$ cat config.mk
export PLATFORM = sky130hd
export DESIGN_NAME = basic_pwm_unit
export DESIGN_NICKNAME = d
export VERILOG_FILES = /design/src/hw/pwm_pkg.sv /design/src/hw/cap_if.sv /design/src/hw/capture_unit.sv /design/src/hw/basic_pwm_unit.sv
export SDC_FILE = /design/constraint.sdc
export NUM_CORES = 1
export LEC_CHECK = 0
export ABC_AREA = 1
export BUFFER_PORTS_ARGS = -buffer_cell sky130_fd_sc_hd__buf_4
export CORE_MARGIN = 1.5
export CORE_UTILIZATION = 30
export CTS_BUF_LIST = sky130_fd_sc_hd__clkbuf_8
export DETAILED_ROUTE_END_ITERATION = 8
export PLACE_DENSITY = 0.51
export SLEW_MARGIN = 30
export SYNTH_ARGS = -nofsm -noshare
export SYNTH_HDL_FRONTEND = slang
export SYNTH_SLANG_ARGS = --single-unit
$ cat constraint.sdc
create_clock -name ref_clk -period 4.24 [get_ports ref_clk]
set_input_delay 0.848 -clock ref_clk [delete_from_list [all_inputs] [get_ports ref_clk]]
set_output_delay 0.848 -clock ref_clk [all_outputs]
set_load 0.01 [all_outputs]
$ cat src/hw/pwm_pkg.sv
package pwm_pkg;
    // channel and datapath sizes
    localparam int NUM_CH = 6;
    localparam int CNT_W = 16;
    localparam int PSC_W = 12;
    localparam int SRC_W = 3;
    localparam int TRIG_N = 4;
    // counting types
    localparam logic [1:0] TYPE_UP = 2'h0;
    localparam logic [1:0] TYPE_DOWN = 2'h1;
    localparam logic [1:0] TYPE_UPDOWN = 2'h2;
    // waveform actions per event point
    localparam logic [1:0] ACT_NONE = 2'h0;
    localparam logic [1:0] ACT_LOW = 2'h1;
    localparam logic [1:0] ACT_HIGH = 2'h2;
    localparam logic [1:0] ACT_TOGGLE = 2'h3;
    // clock source codes, timer n is SRC_TIMER0 + n
    localparam logic [2:0] SRC_SYS = 3'h0;
    localparam logic [2:0] SRC_TIMER0 = 3'h1;
    // adc trigger source codes
    localparam logic [1:0] ADC_OFF = 2'h0;
    localparam logic [1:0] ADC_ZERO = 2'h1;
    localparam logic [1:0] ADC_PERIOD = 2'h2;
    localparam logic [1:0] ADC_CMP = 2'h3;
    // values after reset
    localparam logic [15:0] CNT_RST = 16'h0000;
    localparam logic [11:0] PSC_RST = 12'h000;
    localparam logic [15:0] BUF_RST = 16'h0000;
endpackage

$ cat src/hw/cap_if.sv
`timescale 1ns/1ps
interface cap_if;
    logic [15:0] cnt;
    logic [5:0] enable;
    logic [5:0] rise_sel;
    logic [5:0] fall_sel;
    logic [5:0] rise_hit;
    logic [5:0] fall_hit;
    logic [5:0][15:0] rise_data;
    logic [5:0][15:0] fall_data;
    // pwm core side
    modport core (output cnt, enable, rise_sel, fall_sel, input rise_hit, fall_hit, rise_data, fall_data);
    // capture side
    modport cap (input cnt, enable, rise_sel, fall_sel, output rise_hit, fall_hit, rise_data, fall_data);
endinterface

$ cat src/hw/capture_unit.sv
`timescale 1ns/1ps
module capture_unit (
    input wire logic ref_clk,
    input wire logic rstn,
    input wire logic [pwm_pkg::NUM_CH-1:0] pin_in,
    cap_if.cap bus
);
    import pwm_pkg::*;

    logic [NUM_CH-1:0] pin_prev;
    logic [NUM_CH-1:0] next_rise_hit;
    logic [NUM_CH-1:0] next_fall_hit;
    logic [NUM_CH-1:0][CNT_W-1:0] next_rise_data;
    logic [NUM_CH-1:0][CNT_W-1:0] next_fall_data;

    // edge detection and counter latch per channel
    always_comb begin
        next_rise_data = bus.rise_data;
        next_fall_data = bus.fall_data;
        next_rise_hit = pin_in & ~pin_prev & bus.enable & bus.rise_sel;
        next_fall_hit = ~pin_in & pin_prev & bus.enable & bus.fall_sel;
        for (int i = 0; i < NUM_CH; i++) begin
            if (next_rise_hit[i]) begin
                next_rise_data[i] = bus.cnt;
            end
            if (next_fall_hit[i]) begin
                next_fall_data[i] = bus.cnt;
            end
        end
    end

    // capture registers
    always_ff @(posedge ref_clk or negedge rstn) begin
        if (!rstn) begin
            pin_prev <= '0;
            bus.rise_hit <= '0;
            bus.fall_hit <= '0;
            bus.rise_data <= '0;
            bus.fall_data <= '0;
        end else begin
            pin_prev <= pin_in;
            bus.rise_hit <= next_rise_hit;
            bus.fall_hit <= next_fall_hit;
            bus.rise_data <= next_rise_data;
            bus.fall_data <= next_fall_data;
        end
    end

    property p_rise_latch;
        @(posedge ref_clk) disable iff (!rstn)
        (bus.enable[1] && bus.rise_sel[1] && pin_in[1] && !pin_prev[1]) |=>
            (bus.rise_hit[1] && bus.rise_data[1] == $past(bus.cnt));
    endproperty
    a_rise_latch: assert property (p_rise_latch) else $error("rising capture missed");

    property p_fall_latch;
        @(posedge ref_clk) disable iff (!rstn)
        (bus.enable[1] && bus.fall_sel[1] && !pin_in[1] && pin_prev[1]) |=>
            (bus.fall_hit[1] && bus.fall_data[1] == $past(bus.cnt));
    endproperty
    a_fall_latch: assert property (p_fall_latch) else $error("falling capture missed");

    property p_no_spurious;
        @(posedge ref_clk) disable iff (!rstn)
        !bus.enable[2] |=> !bus.rise_hit[2] && !bus.fall_hit[2];
    endproperty
    a_no_spurious: assert property (p_no_spurious) else $error("capture while disabled");

    c_rise_capture: cover property (@(posedge ref_clk) disable iff (!rstn) bus.rise_hit[1]);
endmodule // capture_unit

$ cat src/hw/basic_pwm_unit.sv
`timescale 1ns/1ps
// Overview of operation
// - six channels, each output or capture input
// - 12-bit prescaler, 16-bit counter and compares
// - one counter shared by all six channels
// - up, down and up-down counting types
// - zero, period, compare events shape waveforms
// - polarity, mask, tri-state enable per pin
// - capture counter on rising, falling or both
// - counter advances every prescale plus one
// - clock from system or four timer triggers
// - unit clock equal or double bus rate
// - event pulses for zero, period, compare
// - adc start on zero, period, compare
// - separate rising and falling capture events
// - capture may reload the shared counter
// - up type period lasts period plus one
// - up-down twice period, direction flag
// - buffers load when period completes
// - immediate load overrides other load modes
module basic_pwm_unit (
    input wire logic ref_clk,
    input wire logic rstn,
    input wire logic unit_clk_double,
    input wire logic [pwm_pkg::SRC_W-1:0] clock_source_select,
    input wire logic [pwm_pkg::TRIG_N-1:0] timer_trig,
    input wire logic [pwm_pkg::PSC_W-1:0] prescale_value,
    input wire logic count_enable,
    input wire logic [1:0] count_type,
    input wire logic period_wr,
    input wire logic [pwm_pkg::CNT_W-1:0] period_data,
    input wire logic [pwm_pkg::NUM_CH-1:0] cmp_wr,
    input wire logic [pwm_pkg::CNT_W-1:0] cmp_data,
    input wire logic [pwm_pkg::NUM_CH-1:0] immediate_load_enable,
    input wire logic [pwm_pkg::NUM_CH-1:0] center_load_enable,
    input wire logic [pwm_pkg::NUM_CH-1:0][1:0] zero_action,
    input wire logic [pwm_pkg::NUM_CH-1:0][1:0] period_action,
    input wire logic [pwm_pkg::NUM_CH-1:0][1:0] cmp_up_action,
    input wire logic [pwm_pkg::NUM_CH-1:0][1:0] cmp_down_action,
    input wire logic [pwm_pkg::NUM_CH-1:0] polarity_invert,
    input wire logic [pwm_pkg::NUM_CH-1:0] mask_enable,
    input wire logic [pwm_pkg::NUM_CH-1:0] mask_data,
    input wire logic [pwm_pkg::NUM_CH-1:0] output_enable,
    input wire logic [pwm_pkg::NUM_CH-1:0] capture_enable,
    input wire logic [pwm_pkg::NUM_CH-1:0] capture_rise_sel,
    input wire logic [pwm_pkg::NUM_CH-1:0] capture_fall_sel,
    input wire logic [pwm_pkg::NUM_CH-1:0] capture_reload_enable,
    input wire logic [1:0] adc_trig_sel,
    input wire logic [2:0] adc_trig_chan,
    input wire logic [pwm_pkg::NUM_CH-1:0] pin_in,
    output logic [pwm_pkg::NUM_CH-1:0] pin_out,
    output logic [pwm_pkg::NUM_CH-1:0] pin_oe_n,
    output logic [pwm_pkg::CNT_W-1:0] cnt,
    output logic count_direction_flag,
    output logic [pwm_pkg::CNT_W-1:0] period_buf,
    output logic [pwm_pkg::NUM_CH-1:0][pwm_pkg::CNT_W-1:0] cmp_buf,
    output logic zero_event,
    output logic period_event,
    output logic [pwm_pkg::NUM_CH-1:0] cmp_event,
    output logic adc_start,
    output logic [pwm_pkg::NUM_CH-1:0] rise_capture_event,
    output logic [pwm_pkg::NUM_CH-1:0] fall_capture_event,
    output logic [pwm_pkg::NUM_CH-1:0][pwm_pkg::CNT_W-1:0] rise_capture_data,
    output logic [pwm_pkg::NUM_CH-1:0][pwm_pkg::CNT_W-1:0] fall_capture_data
);
    import pwm_pkg::*;

    // apply one event action to the current waveform level
    function automatic logic apply_act(input logic cur, input logic [1:0] act);
        case (act)
            ACT_LOW: apply_act = 1'b0;
            ACT_HIGH: apply_act = 1'b1;
            ACT_TOGGLE: apply_act = ~cur;
            default: apply_act = cur;
        endcase
    endfunction

    cap_if cif();

    logic half_phase;
    logic [TRIG_N-1:0] trig_prev;
    logic [PSC_W-1:0] psc_cnt;
    logic [CNT_W-1:0] period_shadow;
    logic [NUM_CH-1:0][CNT_W-1:0] cmp_shadow;
    logic [NUM_CH-1:0] wave;
    logic next_half_phase;
    logic [PSC_W-1:0] next_psc_cnt;
    logic [CNT_W-1:0] next_cnt;
    logic next_dir;
    logic [CNT_W-1:0] next_period_shadow;
    logic [CNT_W-1:0] next_period_buf;
    logic [NUM_CH-1:0][CNT_W-1:0] next_cmp_shadow;
    logic [NUM_CH-1:0][CNT_W-1:0] next_cmp_buf;
    logic [NUM_CH-1:0] next_wave;
    logic [NUM_CH-1:0] next_pin_out;
    logic next_adc_start;
    logic sys_tick;
    logic src_tick;
    logic cnt_tick;
    logic at_zero;
    logic at_period;
    logic zero_hit;
    logic period_hit;
    logic period_end;
    logic center_hit;
    logic reload_hit;
    logic [NUM_CH-1:0] cmp_hit;

    // system tick at full or half rate, then source select
    always_comb begin
        next_half_phase = ~half_phase;
        sys_tick = unit_clk_double | half_phase;
        case (clock_source_select)
            SRC_SYS: src_tick = sys_tick;
            SRC_TIMER0: src_tick = timer_trig[0] & ~trig_prev[0];
            SRC_TIMER0 + 3'h1: src_tick = timer_trig[1] & ~trig_prev[1];
            SRC_TIMER0 + 3'h2: src_tick = timer_trig[2] & ~trig_prev[2];
            SRC_TIMER0 + 3'h3: src_tick = timer_trig[3] & ~trig_prev[3];
            default: src_tick = 1'b0;
        endcase
    end

    // prescaler: one counter tick per prescale_value plus one source ticks
    always_comb begin
        cnt_tick = count_enable && src_tick && (psc_cnt >= prescale_value);
        next_psc_cnt = psc_cnt;
        if (!count_enable || cnt_tick) begin
            next_psc_cnt = PSC_RST;
        end else if (src_tick) begin
            next_psc_cnt = psc_cnt + 12'h001;
        end
    end

    // event decode against the active buffers
    always_comb begin
        at_zero = (cnt == CNT_RST);
        at_period = (cnt == period_buf);
        zero_hit = cnt_tick && at_zero;
        period_hit = cnt_tick && at_period;
        for (int i = 0; i < NUM_CH; i++) begin
            cmp_hit[i] = cnt_tick && (cnt == cmp_buf[i]);
        end
        case (count_type)
            TYPE_DOWN: period_end = zero_hit;
            TYPE_UPDOWN: period_end = zero_hit && !count_direction_flag;
            default: period_end = period_hit;
        endcase
        center_hit = period_hit && (count_type == TYPE_UPDOWN) && count_direction_flag;
        reload_hit = |((cif.rise_hit | cif.fall_hit) & capture_reload_enable);
    end

    // shared counter for all channels
    always_comb begin
        next_cnt = cnt;
        next_dir = count_direction_flag;
        if (!count_enable || reload_hit) begin
            next_dir = (count_type != TYPE_DOWN);
            next_cnt = (reload_hit && count_type == TYPE_DOWN) ? period_buf : CNT_RST;
        end else if (cnt_tick) begin
            case (count_type)
                TYPE_UP: begin
                    next_dir = 1'b1;
                    next_cnt = at_period ? CNT_RST : cnt + 16'h0001;
                end
                TYPE_DOWN: begin
                    next_dir = 1'b0;
                    next_cnt = at_zero ? period_buf : cnt - 16'h0001;
                end
                TYPE_UPDOWN: begin
                    if (count_direction_flag && at_period) begin
                        next_dir = 1'b0;
                        next_cnt = at_zero ? cnt : cnt - 16'h0001;
                    end else if (!count_direction_flag && at_zero) begin
                        next_dir = 1'b1;
                        next_cnt = at_period ? cnt : cnt + 16'h0001;
                    end else begin
                        next_cnt = count_direction_flag ? cnt + 16'h0001 : cnt - 16'h0001;
                    end
                end
                default: next_cnt = cnt;
            endcase
        end
    end

    // double buffering of period and compare values
    always_comb begin
        next_period_shadow = period_wr ? period_data : period_shadow;
        next_period_buf = period_buf;
        if (period_wr && immediate_load_enable[0]) begin
            next_period_buf = period_data;
        end else if (period_end && !immediate_load_enable[0]) begin
            next_period_buf = next_period_shadow;
        end
        for (int i = 0; i < NUM_CH; i++) begin
            next_cmp_shadow[i] = cmp_wr[i] ? cmp_data : cmp_shadow[i];
            next_cmp_buf[i] = cmp_buf[i];
            if (immediate_load_enable[i]) begin
                if (cmp_wr[i]) begin
                    next_cmp_buf[i] = cmp_data;
                end
            end else if (center_load_enable[i] && count_type == TYPE_UPDOWN) begin
                if (center_hit) begin
                    next_cmp_buf[i] = next_cmp_shadow[i];
                end
            end else if (period_end) begin
                next_cmp_buf[i] = next_cmp_shadow[i];
            end
        end
    end

    // waveform generation and output control
    always_comb begin
        for (int i = 0; i < NUM_CH; i++) begin
            next_wave[i] = wave[i];
            if (zero_hit) begin
                next_wave[i] = apply_act(next_wave[i], zero_action[i]);
            end
            if (cmp_hit[i]) begin
                next_wave[i] = apply_act(next_wave[i],
                    count_direction_flag ? cmp_up_action[i] : cmp_down_action[i]);
            end
            if (period_hit) begin
                next_wave[i] = apply_act(next_wave[i], period_action[i]);
            end
            next_pin_out[i] = mask_enable[i] ? mask_data[i] : (next_wave[i] ^ polarity_invert[i]);
        end
    end

    // adc start trigger select
    always_comb begin
        case (adc_trig_sel)
            ADC_ZERO: next_adc_start = zero_hit;
            ADC_PERIOD: next_adc_start = period_hit;
            ADC_CMP: next_adc_start = (adc_trig_chan < 3'h6) && cmp_hit[adc_trig_chan];
            default: next_adc_start = 1'b0;
        endcase
    end

    // state registers
    always_ff @(posedge ref_clk or negedge rstn) begin
        if (!rstn) begin
            half_phase <= 1'b0;
            trig_prev <= '0;
            psc_cnt <= PSC_RST;
            cnt <= CNT_RST;
            count_direction_flag <= 1'b1;
            period_shadow <= BUF_RST;
            period_buf <= BUF_RST;
            cmp_shadow <= '0;
            cmp_buf <= '0;
            wave <= '0;
            pin_out <= '0;
            pin_oe_n <= '1;
            zero_event <= 1'b0;
            period_event <= 1'b0;
            cmp_event <= '0;
            adc_start <= 1'b0;
        end else begin
            half_phase <= next_half_phase;
            trig_prev <= timer_trig;
            psc_cnt <= next_psc_cnt;
            cnt <= next_cnt;
            count_direction_flag <= next_dir;
            period_shadow <= next_period_shadow;
            period_buf <= next_period_buf;
            cmp_shadow <= next_cmp_shadow;
            cmp_buf <= next_cmp_buf;
            wave <= next_wave;
            pin_out <= next_pin_out;
            pin_oe_n <= ~(output_enable & ~capture_enable);
            zero_event <= zero_hit;
            period_event <= period_hit;
            cmp_event <= cmp_hit;
            adc_start <= next_adc_start;
        end
    end

    // capture block hookup
    assign cif.cnt = cnt;
    assign cif.enable = capture_enable;
    assign cif.rise_sel = capture_rise_sel;
    assign cif.fall_sel = capture_fall_sel;
    assign rise_capture_event = cif.rise_hit;
    assign fall_capture_event = cif.fall_hit;
    assign rise_capture_data = cif.rise_data;
    assign fall_capture_data = cif.fall_data;

    capture_unit u_capture (
        .ref_clk(ref_clk),
        .rstn(rstn),
        .pin_in(pin_in),
        .bus(cif.cap)
    );

    property p_up_wrap;
        @(posedge ref_clk) disable iff (!rstn)
        (cnt_tick && !reload_hit && count_type == TYPE_UP && cnt == period_buf) |=> cnt == CNT_RST;
    endproperty
    a_up_wrap: assert property (p_up_wrap) else $error("up counter did not restart");

    property p_down_reload;
        @(posedge ref_clk) disable iff (!rstn)
        (cnt_tick && !reload_hit && count_type == TYPE_DOWN && cnt == CNT_RST) |=> cnt == $past(period_buf);
    endproperty
    a_down_reload: assert property (p_down_reload) else $error("down counter did not reload");

    property p_updown_turn;
        @(posedge ref_clk) disable iff (!rstn)
        (cnt_tick && !reload_hit && count_type == TYPE_UPDOWN && count_direction_flag
            && cnt == period_buf && cnt != CNT_RST) |=> !count_direction_flag && cnt == $past(cnt) - 16'h0001;
    endproperty
    a_updown_turn: assert property (p_updown_turn) else $error("up-down turn wrong");

    property p_hold_between_ticks;
        @(posedge ref_clk) disable iff (!rstn)
        (count_enable && !cnt_tick && !reload_hit) |=> $stable(cnt);
    endproperty
    a_hold_between_ticks: assert property (p_hold_between_ticks) else $error("counter moved off tick");

    property p_zero_event;
        @(posedge ref_clk) disable iff (!rstn)
        cnt_tick |=> zero_event == ($past(cnt) == CNT_RST);
    endproperty
    a_zero_event: assert property (p_zero_event) else $error("zero event missing");

    property p_immediate;
        @(posedge ref_clk) disable iff (!rstn)
        (period_wr && immediate_load_enable[0]) |=> period_buf == $past(period_data);
    endproperty
    a_immediate: assert property (p_immediate) else $error("immediate load failed");

    property p_deferred;
        @(posedge ref_clk) disable iff (!rstn)
        (!immediate_load_enable[0] && !period_end) |=> period_buf == $past(period_buf);
    endproperty
    a_deferred: assert property (p_deferred) else $error("period buffer changed mid period");

    property p_mask;
        @(posedge ref_clk) disable iff (!rstn)
        mask_enable[0] |=> pin_out[0] == $past(mask_data[0]);
    endproperty
    a_mask: assert property (p_mask) else $error("mask not applied");

    property p_capture_reload;
        @(posedge ref_clk) disable iff (!rstn)
        (|((cif.rise_hit | cif.fall_hit) & capture_reload_enable) && count_type != TYPE_DOWN) |=> cnt == CNT_RST;
    endproperty
    a_capture_reload: assert property (p_capture_reload) else $error("capture reload missed");

    property p_adc_zero;
        @(posedge ref_clk) disable iff (!rstn)
        (zero_hit && adc_trig_sel == ADC_ZERO) |=> adc_start;
    endproperty
    a_adc_zero: assert property (p_adc_zero) else $error("adc trigger missing");

    c_updown_period: cover property (@(posedge ref_clk) disable iff (!rstn)
        count_type == TYPE_UPDOWN && period_end);
    c_immediate_load: cover property (@(posedge ref_clk) disable iff (!rstn)
        period_wr && immediate_load_enable[0]);
    c_adc_cmp: cover property (@(posedge ref_clk) disable iff (!rstn)
        adc_start && adc_trig_sel == ADC_CMP);
endmodule // basic_pwm_unit

* Yosys cells after proc, flatten, opt, wreduce, memory -nomap -nowiden
Cells that the tools add are included.
W data, S select, Z words.
** Word-level totals
- Register bits after elaboration :: 495
- Output and inout bits :: 354
** Operators by class
- Add/subtract/negate cells :: 3
- Magnitude comparators :: 3
- Eq/ne operators :: 86
- Multiplexer cells :: 110
- Bitwise logic cells :: 47
- Reduce and logical (&&, ||, !) cells :: 52
** Operators by type and width (count)
- $mux W16 :: 49
- $eq A16 B16 Y1 :: 7
- $eq A2 B2 Y1 const B :: 39
- $pmux W1 S3 :: 20
- $and A6 B6 Y6 :: 8
- $pmux W16 S3 :: 1
- $eq A2 B1 Y1 const B :: 20
- $mux W1 :: 29
- $logic_and A1 B1 Y1 :: 25
- $mux W12 :: 2
- $not A6 Y6 :: 4
- $not A1 Y1 :: 23
- $reduce_and A3 Y1 :: 7
- $ne A3 B3 Y1 const B :: 6
- $reduce_bool A3 Y1 :: 6
- $add A16 B1 Y16 const B :: 1
- $logic_not A16 Y1 :: 1
- $sub A16 B1 Y16 const B :: 1
- $add A12 B1 Y12 const B :: 1
- $ge A12 B12 Y1 :: 1
- $mux W2 :: 6
- $ne A2 B2 Y1 const B :: 6
- $ne A4 B4 Y1 const B :: 2
- $eq A3 B2 Y1 const B :: 2
- 21 further kinds :: 34

* Logic depth before layout (Yosys ltp)
Gate-level depths: netlist of the first run.
- Depth in word-level cells :: 15
- Depth in mapped cells :: 20
- Gate-level depth less buffers :: 19

* By module
Synthesis of the first run repeated with hierarchy kept, for this count alone.
** Second synthesis, totals
- Cell total of the unflattened synthesis :: 3114
- Area, all modules :: 25639.6 um^2
** By module, submodules not included
- basic_pwm_unit :: times used 1, cells an instance 2204, area an instance 17269.1 um^2
- capture_unit :: times used 1, cells an instance 910, area an instance 8370.5 um^2

* Worst setup path after synthesis of the first run
OpenSTA, ideal clock, no wires.
- Path kind :: in2reg
- Start :: input port prescale_value[11] in the netlist's numbering
- End :: register cmp_buf[13] in the netlist's numbering
- Arrival time :: 2662 ps
- Data required time :: 4117 ps
- Path slack :: 1455 ps
- Stages :: 17
- Path buffers :: 2
- Path through :: inv_1 -> ha_1 -> nand2_1 -> nor2_1 -> nand2_1 -> nor2_1 -> nand2_1 -> nand2_1 -> buf_6 -> nand3_4 -> o21ai_4 -> nand2_2 -> nand3_2 -> nand2_4 -> buf_6 -> nand2_1 -> o21ai_2
** On the way
- Longest elaborated chain between the ends :: 7
** Ends and longest elaborated chain
- start: declaration :: RTL line basic_pwm_unit.sv:27 : input wire logic [pwm_pkg::PSC_W-1:0] prescale_value,
- $ge A12 B12 Y1 * :: RTL line basic_pwm_unit.sv:125 : cnt_tick = count_enable && src_tick && (psc_cnt >= prescale_value);
- $logic_and A1 B1 Y1 * :: RTL line basic_pwm_unit.sv:125
- $logic_and A1 B1 Y1 (on tied branches) :: RTL line basic_pwm_unit.sv:138, basic_pwm_unit.sv:139
- $logic_and A1 B1 Y1 (on tied branches) :: RTL line basic_pwm_unit.sv:145, basic_pwm_unit.sv:148
- $pmux W1 S2 or $logic_and A1 B1 Y1 (tied branches) :: RTL line basic_pwm_unit.sv:143, basic_pwm_unit.sv:148
- $reduce_bool A3 Y1 (no source line) or $ne A3 B3 Y1 (tied branches)
- $reduce_and A3 Y1 (no source line) *
- end signal: assignment :: RTL line basic_pwm_unit.sv:267 : cmp_buf <= next_cmp_buf;
- end: declaration :: RTL line basic_pwm_unit.sv:56 : output logic [pwm_pkg::NUM_CH-1:0][pwm_pkg::CNT_W-1:0] cmp_buf,
Mark *: on every way between the ends. The rest lies on a longest branch, timed or not.
A chain may end at the register's enable or synchronous reset.

* Worst setup path after layout of the first run
- Start :: register cnt[9] in the netlist's numbering
- End :: register cmp_buf[90] in the netlist's numbering
** On the way
- Longest elaborated chain between the ends :: 6
** Ends and longest elaborated chain
- start: declaration :: RTL line basic_pwm_unit.sv:53 : output logic [pwm_pkg::CNT_W-1:0] cnt,
- start signal: assignment :: RTL line basic_pwm_unit.sv:262 : cnt <= next_cnt;
- $logic_not A16 Y1 or $eq A16 B16 Y1 (tied branches) :: RTL line basic_pwm_unit.sv:136, basic_pwm_unit.sv:137
- $logic_and A1 B1 Y1 (on tied branches) :: RTL line basic_pwm_unit.sv:138, basic_pwm_unit.sv:139
- $logic_and A1 B1 Y1 (on tied branches) :: RTL line basic_pwm_unit.sv:145, basic_pwm_unit.sv:148
- $pmux W1 S2 or $logic_and A1 B1 Y1 (tied branches) :: RTL line basic_pwm_unit.sv:143, basic_pwm_unit.sv:148
- $reduce_bool A3 Y1 (no source line) or $ne A3 B3 Y1 (tied branches)
- $reduce_and A3 Y1 (no source line) *
Marks and branches as above.

==> qor.csv, run 1 <==
stage;metric;value;unit
synthesis;synth-xor-area-share;4.28;%
placement;place_congestion;0.886;
worst_setup_path;slowest_stage;dfrtp_1;
clock_network;cts_root_buf;clkbuf_8;
cells_and_area;nets;3578;
timing;report.final.slew_viol_count;0;
synthesis;synth_cell_types;47;
timing;finalHoldViolCount;0;
die;die_w;286;um
worst_setup_path;path_max_fanout;32;
timing;min_period_over_period;77.0;%
die;rows;103;
clock_network;clock-sinks;495;
die;die_y;286;um
worst_setup_path;critPathLaunch;cnt[9];
placement;hpwlAfterDp;68600;um
global_route;grt_max_degree;89;
cells_and_area;drive_above_1_share;27.2;%
worst_setup_path;crit_buf_inv;2;
synthesis;yosys_warnings;0;
detailed_routing;drt_pass1_iterations;5;
synthesis;synth_top_flop_cell;dfrtp_1;
timing;tns;0;ns
synthesis;synth_compound_area_share;14.1;%
timing;worst_pin_slew;0.928;ns
power_and_ir_drop;intPower;9.93;mW
global_route;grt_overflow;0;
timing;min_period;3.27;ns
worst_setup_path;crit_family;simple AND/OR/NAND/NOR gates;
worst_setup_path;crit_type;reg -> reg;
worst_setup_path;reg2reg_slack;0.97;ns
detailed_routing;postRouteAntennaNets;0;
power_and_ir_drop;p_clk_share;32.6;%
power_and_ir_drop;powerDensity;491;nW/um^2
worst_setup_path;cpPeakStageDelay;0.63;ns
synthesis;netlist_area;24000;sq um
timing;max_slew_margin;38.1;%
synthesis;synth_edf_count;0;
worst_setup_path;critical_path_depth;13;
synthesis;synthSimpleGateAreaFrac;21.7;%
power_and_ir_drop;power.share.sequential;40.0;%
clock_network;cts_hold_buf;0;
timing;rsz0062_at_grt;no;
clock_network;cts_tree;done;
synthesis;avgSynthCellArea;8.40;sq um
flow_run;drv_cap;0;
worst_setup_path;crit_arrival;3.84;ns
power_and_ir_drop;vdd_drop_max;0.226;mV
clock_network;clock_path_buffers;3;
synthesis;synthAdderAreaFrac;0.940;%
power_and_ir_drop;power.switching;5.32;mW
cells_and_area;n_fill_cell;8173;
worst_hold_path;holdCritPathClass;in -> async;
cells_and_area;area.sequential;12400;sq um
cells_and_area;final_cell_mix;902 x nand2_1, 599 x buf_4, 488 x dfrtp_1, 400 x o21ai_0, 225 x inv_1;
worst_setup_path;cp-start-kind;register;
worst_setup_path;cp-endpoint;cmp_buf[90];
worst_setup_path;rr_startpoint;cnt[9];
synthesis;synth_seq_cells;495;
worst_setup_path;crit_chain;buf_4 > nor2_4 > nand2_1 > nor2_4 > nand3b_4 > inv_4 > nand3_4 > o21ai_4 > nand2_2 > nand3_2 > nand2_4 > nand2_1 > o21ai_2;
cells_and_area;final_common_cell;nand2_1;
clock_network;htree_levels;3;
detailed_routing;vias;20900;
timing;setup_viol;0;
die;die-area;81500;sq um
timing;timing.hold.ws;0.183;ns
power_and_ir_drop;swShare;34.9;%
detailed_routing;routedWlPerCell;20.9;um
global_route;grt_pass1_wl;138000;um
power_and_ir_drop;combPwrFrac;27.4;%
clock_network;cts-resized-gates;0;
cells_and_area;area_growth;29.7;%
synthesis;syn_nets;3052;
placement;port-buffer-count;536;
cells_and_area;multiInputGateArea;9900;sq um
die;start_util;30.3;%
clock_network;clk_latency;0.72;ns
run_status;status;complete, no violations;
synthesis;synth_top_family_by_area;simple AND/OR/NAND/NOR gates;
detailed_routing;via_per_inst;4.64;
synthesis;async_flop_share;100;%
timing;fmax;306;MHz
detailed_routing;drc;0;
worst_setup_path;worstPathRequired;4.81;ns
worst_setup_path;worst_setup_path_end_kind;register;
global_route;grt_pass1_vias;20200;
clock_network;post_cts_buffers;0;
detailed_routing;wl;94400;um
detailed_routing;first_iter_violations;1496;
synthesis;ys_seq_area_share;51.7;%
power_and_ir_drop;p_leak;15.7;nW
die;core_area;79000;sq um
timing;fin_skew;0.0530;ns
global_route;grt_usage;22.8;%
worst_setup_path;reg2reg_depth;13;
worst_setup_path;reg2reg_to;cmp_buf[90];
synthesis;syn_inst;2851;
clock_network;clkTransAtPathRegs;0.06;ns
synthesis;synthMuxAreaShare;0.251;%
die;pin_count;537;
global_route;antenna_found_initial;4;
clock_network;cts_made_buffers;92;
## cell families after synthesis
family	after synthesis
xor gates and xnor gates	117
adders and majority gates	18
and+or+nand+nor	1240
AOI/OAI and AO/OA	591
muxes	6
buffers and inverters	384
DFF	495
## cell usage after synthesis, types with 6 or more instances
master    instances  share of area (%)
dfrtp_1         488                 51
nand2_2          51                1.3
dfstp_2           7               0.77
a21oi_1          60                1.3
xor2_1           36                1.3
buf_4             6               0.19
ha_1             18               0.94
inv_1           201                3.1
o21ai_1          16               0.33
buf_2            23               0.48
xnor2_1          81                3.0
mux2i_1           6               0.25
nor2_2            6               0.16
nor2_1          117                1.8
nand2_4           7               0.33
o21ai_2          98                3.6
nand4_1          31               0.81
o211ai_1          7               0.22
buf_6            21               0.99
nand3_2           7               0.29
o21ai_0         400                8.4
nand3_1          84                1.8
clkbuf_1        122                1.9
nand2_1         902                 14
nor3_1           14               0.29
## sequential cells by signal, summed over array words and instances, names as in the netlist, 12 cells and up
signal,flops
cnt,16
cmp_buf,96
period_shadow,16
u_capture.bus.rise_data,96
psc_cnt,12
period_buf,16
u_capture.bus.fall_data,96
cmp_shadow,96
## power by group through the flow
stage / Combinational [mW] / Clock [mW] / Sequential, mW
2_1_floorplan: 1.76 / 0 / 6.25
3_3_place_gp: 4.20 / 0 / 6.15
3_5_place_dp: 4.22 / 0 / 6.17
4_1_cts: 4.23 / 5.10 / 6.10
5_1_grt: 4.57 / 5.34 / 6.18
6_report: 4.18 / 4.96 / 6.10
## area by class of cell
class / instances / share of cell area [%]
well taps: 1050 / 4.23
clock inverters: 48 / 0.991
diodes: 2 / 0.0161
flip-flops and latches: 495 / 39.9
clock buffers: 124 / 5.50
multi-input cells: 1972 / 31.9
inverters: 210 / 2.55
repair buffers: 606 / 14.9
## metrics by stage
step                      area [sq um]  setup WS [ns]  std cells  power [mW]  util [%]
after floorplan                  24000           1.45       2851        8.01         -
after global placement           29000          0.674       4333        10.4      36.8
after detailed placement         29000          0.571       4333        10.4      36.8
after CTS                        31100          0.960       4505        15.4      39.3
after global routing             31100          0.780       4506        16.1      39.3
final                            31100          0.975       4507        15.2      39.3
## routing by layer
layer	vias up	share of wire [%]	track usage [%]
li1	10200	-	-
met1	9973	43	29.3
met2	597	48	38.1
met3	147	6.2	4.98
met4	4	2.9	7.12
met5	-	0.022	0
## worst register-to-register path, cell delays in order, from the launching register on
cell	delay [ns]
dfrtp_1	0.63
buf_4	0.33
nor2_4	0.13
nand2_1	0.13
nor2_4	0.13
nand3b_4	0.22
inv_4	0.19
nand3_4	0.17
o21ai_4	0.51
nand2_2	0.09
nand3_2	0.10
nand2_4	0.26
nand2_1	0.19
o21ai_2	0.06
## worst min path at each step
stage | from | end | slack (ns) | depth (start not counted)
5_1_grt | rstn | u_capture.bus.rise_data[0] | 0.18 | 1
2_1_floorplan | half_phase | half_phase | 0.38 | 1
6_report | rstn | u_capture.bus.rise_data[48] | 0.18 | 1
4_1_cts | rstn | u_capture.bus.rise_data[0] | 0.16 | 1
3_5_place_dp | half_phase | half_phase | 0.40 | 1
3_3_place_gp | half_phase | half_phase | 0.39 | 1
Note: power is estimated with default switching activity, not from simulation.
==> inputs of run 2 (changes only) <==
--- a/config.mk
+++ b/config.mk
@@ -11,7 +11,7 @@
 export CORE_UTILIZATION = 30
 export CTS_BUF_LIST = sky130_fd_sc_hd__clkbuf_8
 export DETAILED_ROUTE_END_ITERATION = 8
-export PLACE_DENSITY = 0.51
+export PLACE_DENSITY = 0.53
 export SLEW_MARGIN = 30
 export SYNTH_ARGS = -nofsm -noshare
 export SYNTH_HDL_FRONTEND = slang
==> constraint.sdc (replaced) <==
create_clock -name ref_clk -period 2.9 [get_ports ref_clk]
set_input_delay 0.58 -clock ref_clk [delete_from_list [all_inputs] [get_ports ref_clk]]
set_output_delay 0.58 -clock ref_clk [all_outputs]
set_load 0.01 [all_outputs]
==> qor.csv, run 2 (synthesized netlist as in run 1, its figures left out) <==
stage;metric;value;unit
cells_and_area;area.sequential;12400;sq um
cells_and_area;final_common_cell;nand2_1;
timing;setup_viol;0;
worst_setup_path;worstPathRequired;3.47;ns
cells_and_area;final_cell_mix;902 x nand2_1, 639 x buf_4, 488 x dfrtp_1, 400 x o21ai_0, 237 x inv_1;
run_status;status;complete, no violations;
timing;rsz0062_at_grt;no;
power_and_ir_drop;finalPower;21.9;mW
detailed_routing;drt_pass1_iterations;6;
timing;tns;0;ns
clock_network;clock-sinks;495;
placement;place_congestion;0.882;
global_route;antenna_found_initial;4;
cells_and_area;nets;3654;
clock_network;cts_made_buffers;91;
worst_setup_path;worst_setup_path_end_kind;register;
clock_network;cts_tree;done;
die;rows;103;
cells_and_area;fin_cells;4577;
placement;port-buffer-count;536;
detailed_routing;wl;92500;um
detailed_routing;drc;0;
power_and_ir_drop;p_leak;16.0;nW
timing;timing.hold.ws;0.0750;ns
timing;finalHoldViolCount;0;
die;die_w;286;um
cells_and_area;final_core_util;40.1;%
timing;fin_skew;0.0536;ns
cells_and_area;drive_above_1_share;27.7;%
power_and_ir_drop;vdd_drop_max;0.343;mV
detailed_routing;postRouteAntennaNets;0;
clock_network;clkTransAtPathRegs;0.06;ns
power_and_ir_drop;powerDensity;691;nW/um^2
die;core_area;79000;sq um
die;pin_count;537;
global_route;grt_max_degree;104;
die;start_util;30.3;%
global_route;grt_pass1_vias;20400;
cells_and_area;area_growth;32.3;%
detailed_routing;routedWlPerCell;20.2;um
cells_and_area;n_fill_cell;8190;
worst_setup_path;crit_type;reg -> reg;
timing;max_slew_margin;37.6;%
timing;fmax;372;MHz
timing;worst_pin_slew;0.935;ns
detailed_routing;via_per_inst;4.64;
detailed_routing;vias;21200;
global_route;grt_pass1_wl;136000;um
placement;hpwlAfterDp;67200;um
die;die_y;286;um
worst_setup_path;cp-start-kind;register;
detailed_routing;first_iter_violations;1454;
cells_and_area;multiInputGateArea;9900;sq um
worst_setup_path;crit_arrival;3.25;ns
global_route;grt_overflow;0;
clock_network;clk_latency;0.73;ns
global_route;grt_usage;22.4;%
die;die-area;81500;sq um
placement;dp.cells;4384;
clock_network;clock_path_buffers;3;
worst_setup_path;reg2reg_slack;0.22;ns
timing;min_period;2.68;ns
worst_setup_path;path_max_fanout;10;
clock_network;htree_levels;3;
clock_network;cts_root_buf;clkbuf_8;
worst_hold_path;holdCritPathClass;in -> reg;
flow_run;drv_cap;0;
timing;report.final.slew_viol_count;0;
timing;min_period_over_period;92.6;%
## run 2: changes by cell type in the layout (fill, tap and decap cells not counted), sizes merged
| cell | delta |
|---|---|
| diode | +1 |
| buf | +51 |
| clkbuf | -15 |
| dlygate4sd3 | +26 |
| clkinv | -6 |
| inv | +13 |
## run 2: metrics by stage
step / instance area [sq um] / setup slack, ns
after floorplan: 24000 / 0.207
after global placement: 29600 / -0.0384
after detailed placement: 29600 / -0.0614
after CTS: 31700 / 0.154
after global routing: 31700 / 0.0303
final: 31700 / 0.215
## run 2: repair_timing
action                                 4_1_cts  5_1_grt
hold buffers                                26        0
gates resized for setup                      0        0
setup buffers                                0        0
endpoints found under the hold margin       50        0
## run 2: layout make-up
class                      instances  area share (%)
inverter                         210            2.50
multi-input combinational       1972            31.3
clock inverter                    55            1.14
clock buffer                     109            4.73
sequential                       495            39.1
timing repair buffer             683            17.1
antenna                            3          0.0237
tap                             1050            4.15
## run 2: path summary, 6_finish.rpt
check                                from  depth (start not counted)                     endpoint
max                           psc_cnt[11]                         15                  cmp_buf[52]
min                        mask_enable[0]                          3                   pin_out[0]
max reg2reg                   psc_cnt[11]                         15                  cmp_buf[52]
min reg2reg                    half_phase                          1                   half_phase
max in group asynchronous            rstn                          3  u_capture.bus.rise_data[72]
min in group asynchronous            rstn                          2  u_capture.bus.fall_data[20]
## run 2: power by group
| part | switching (mW) | internal [mW] | leakage (nW) |
|---|---|---|---|
| Clock | 3.20 | 3.64 | 1.09 |
| Sequential | 0.899 | 7.97 | 6.25 |
| Combinational | 3.58 | 2.61 | 8.68 |
| Total | 7.68 | 14.2 | 16.0 |
## run 2: critical path: stages, from the launching register on
cell and delay, ns:
dfrtp_1 0.42, ha_1 0.31, nand2_1 0.07, nor2_1 0.14, nand2_1 0.07, nor2_1 0.08
nand2_1 0.05, nand2_1 0.21, nand3_4 0.12, o21ai_4 0.48, nand2_2 0.09, nand3_2 0.10
nand2_4 0.06, buf_4 0.18, nand2_1 0.08, o21ai_2 0.05
## run 2: layer usage
metal | wire length, um | global-route usage (%)
met1 | 39200 | 28.9
met2 | 44500 | 37.6
met3 | 6150 | 4.44
met4 | 2590 | 6.94
met5 | 15 | 0
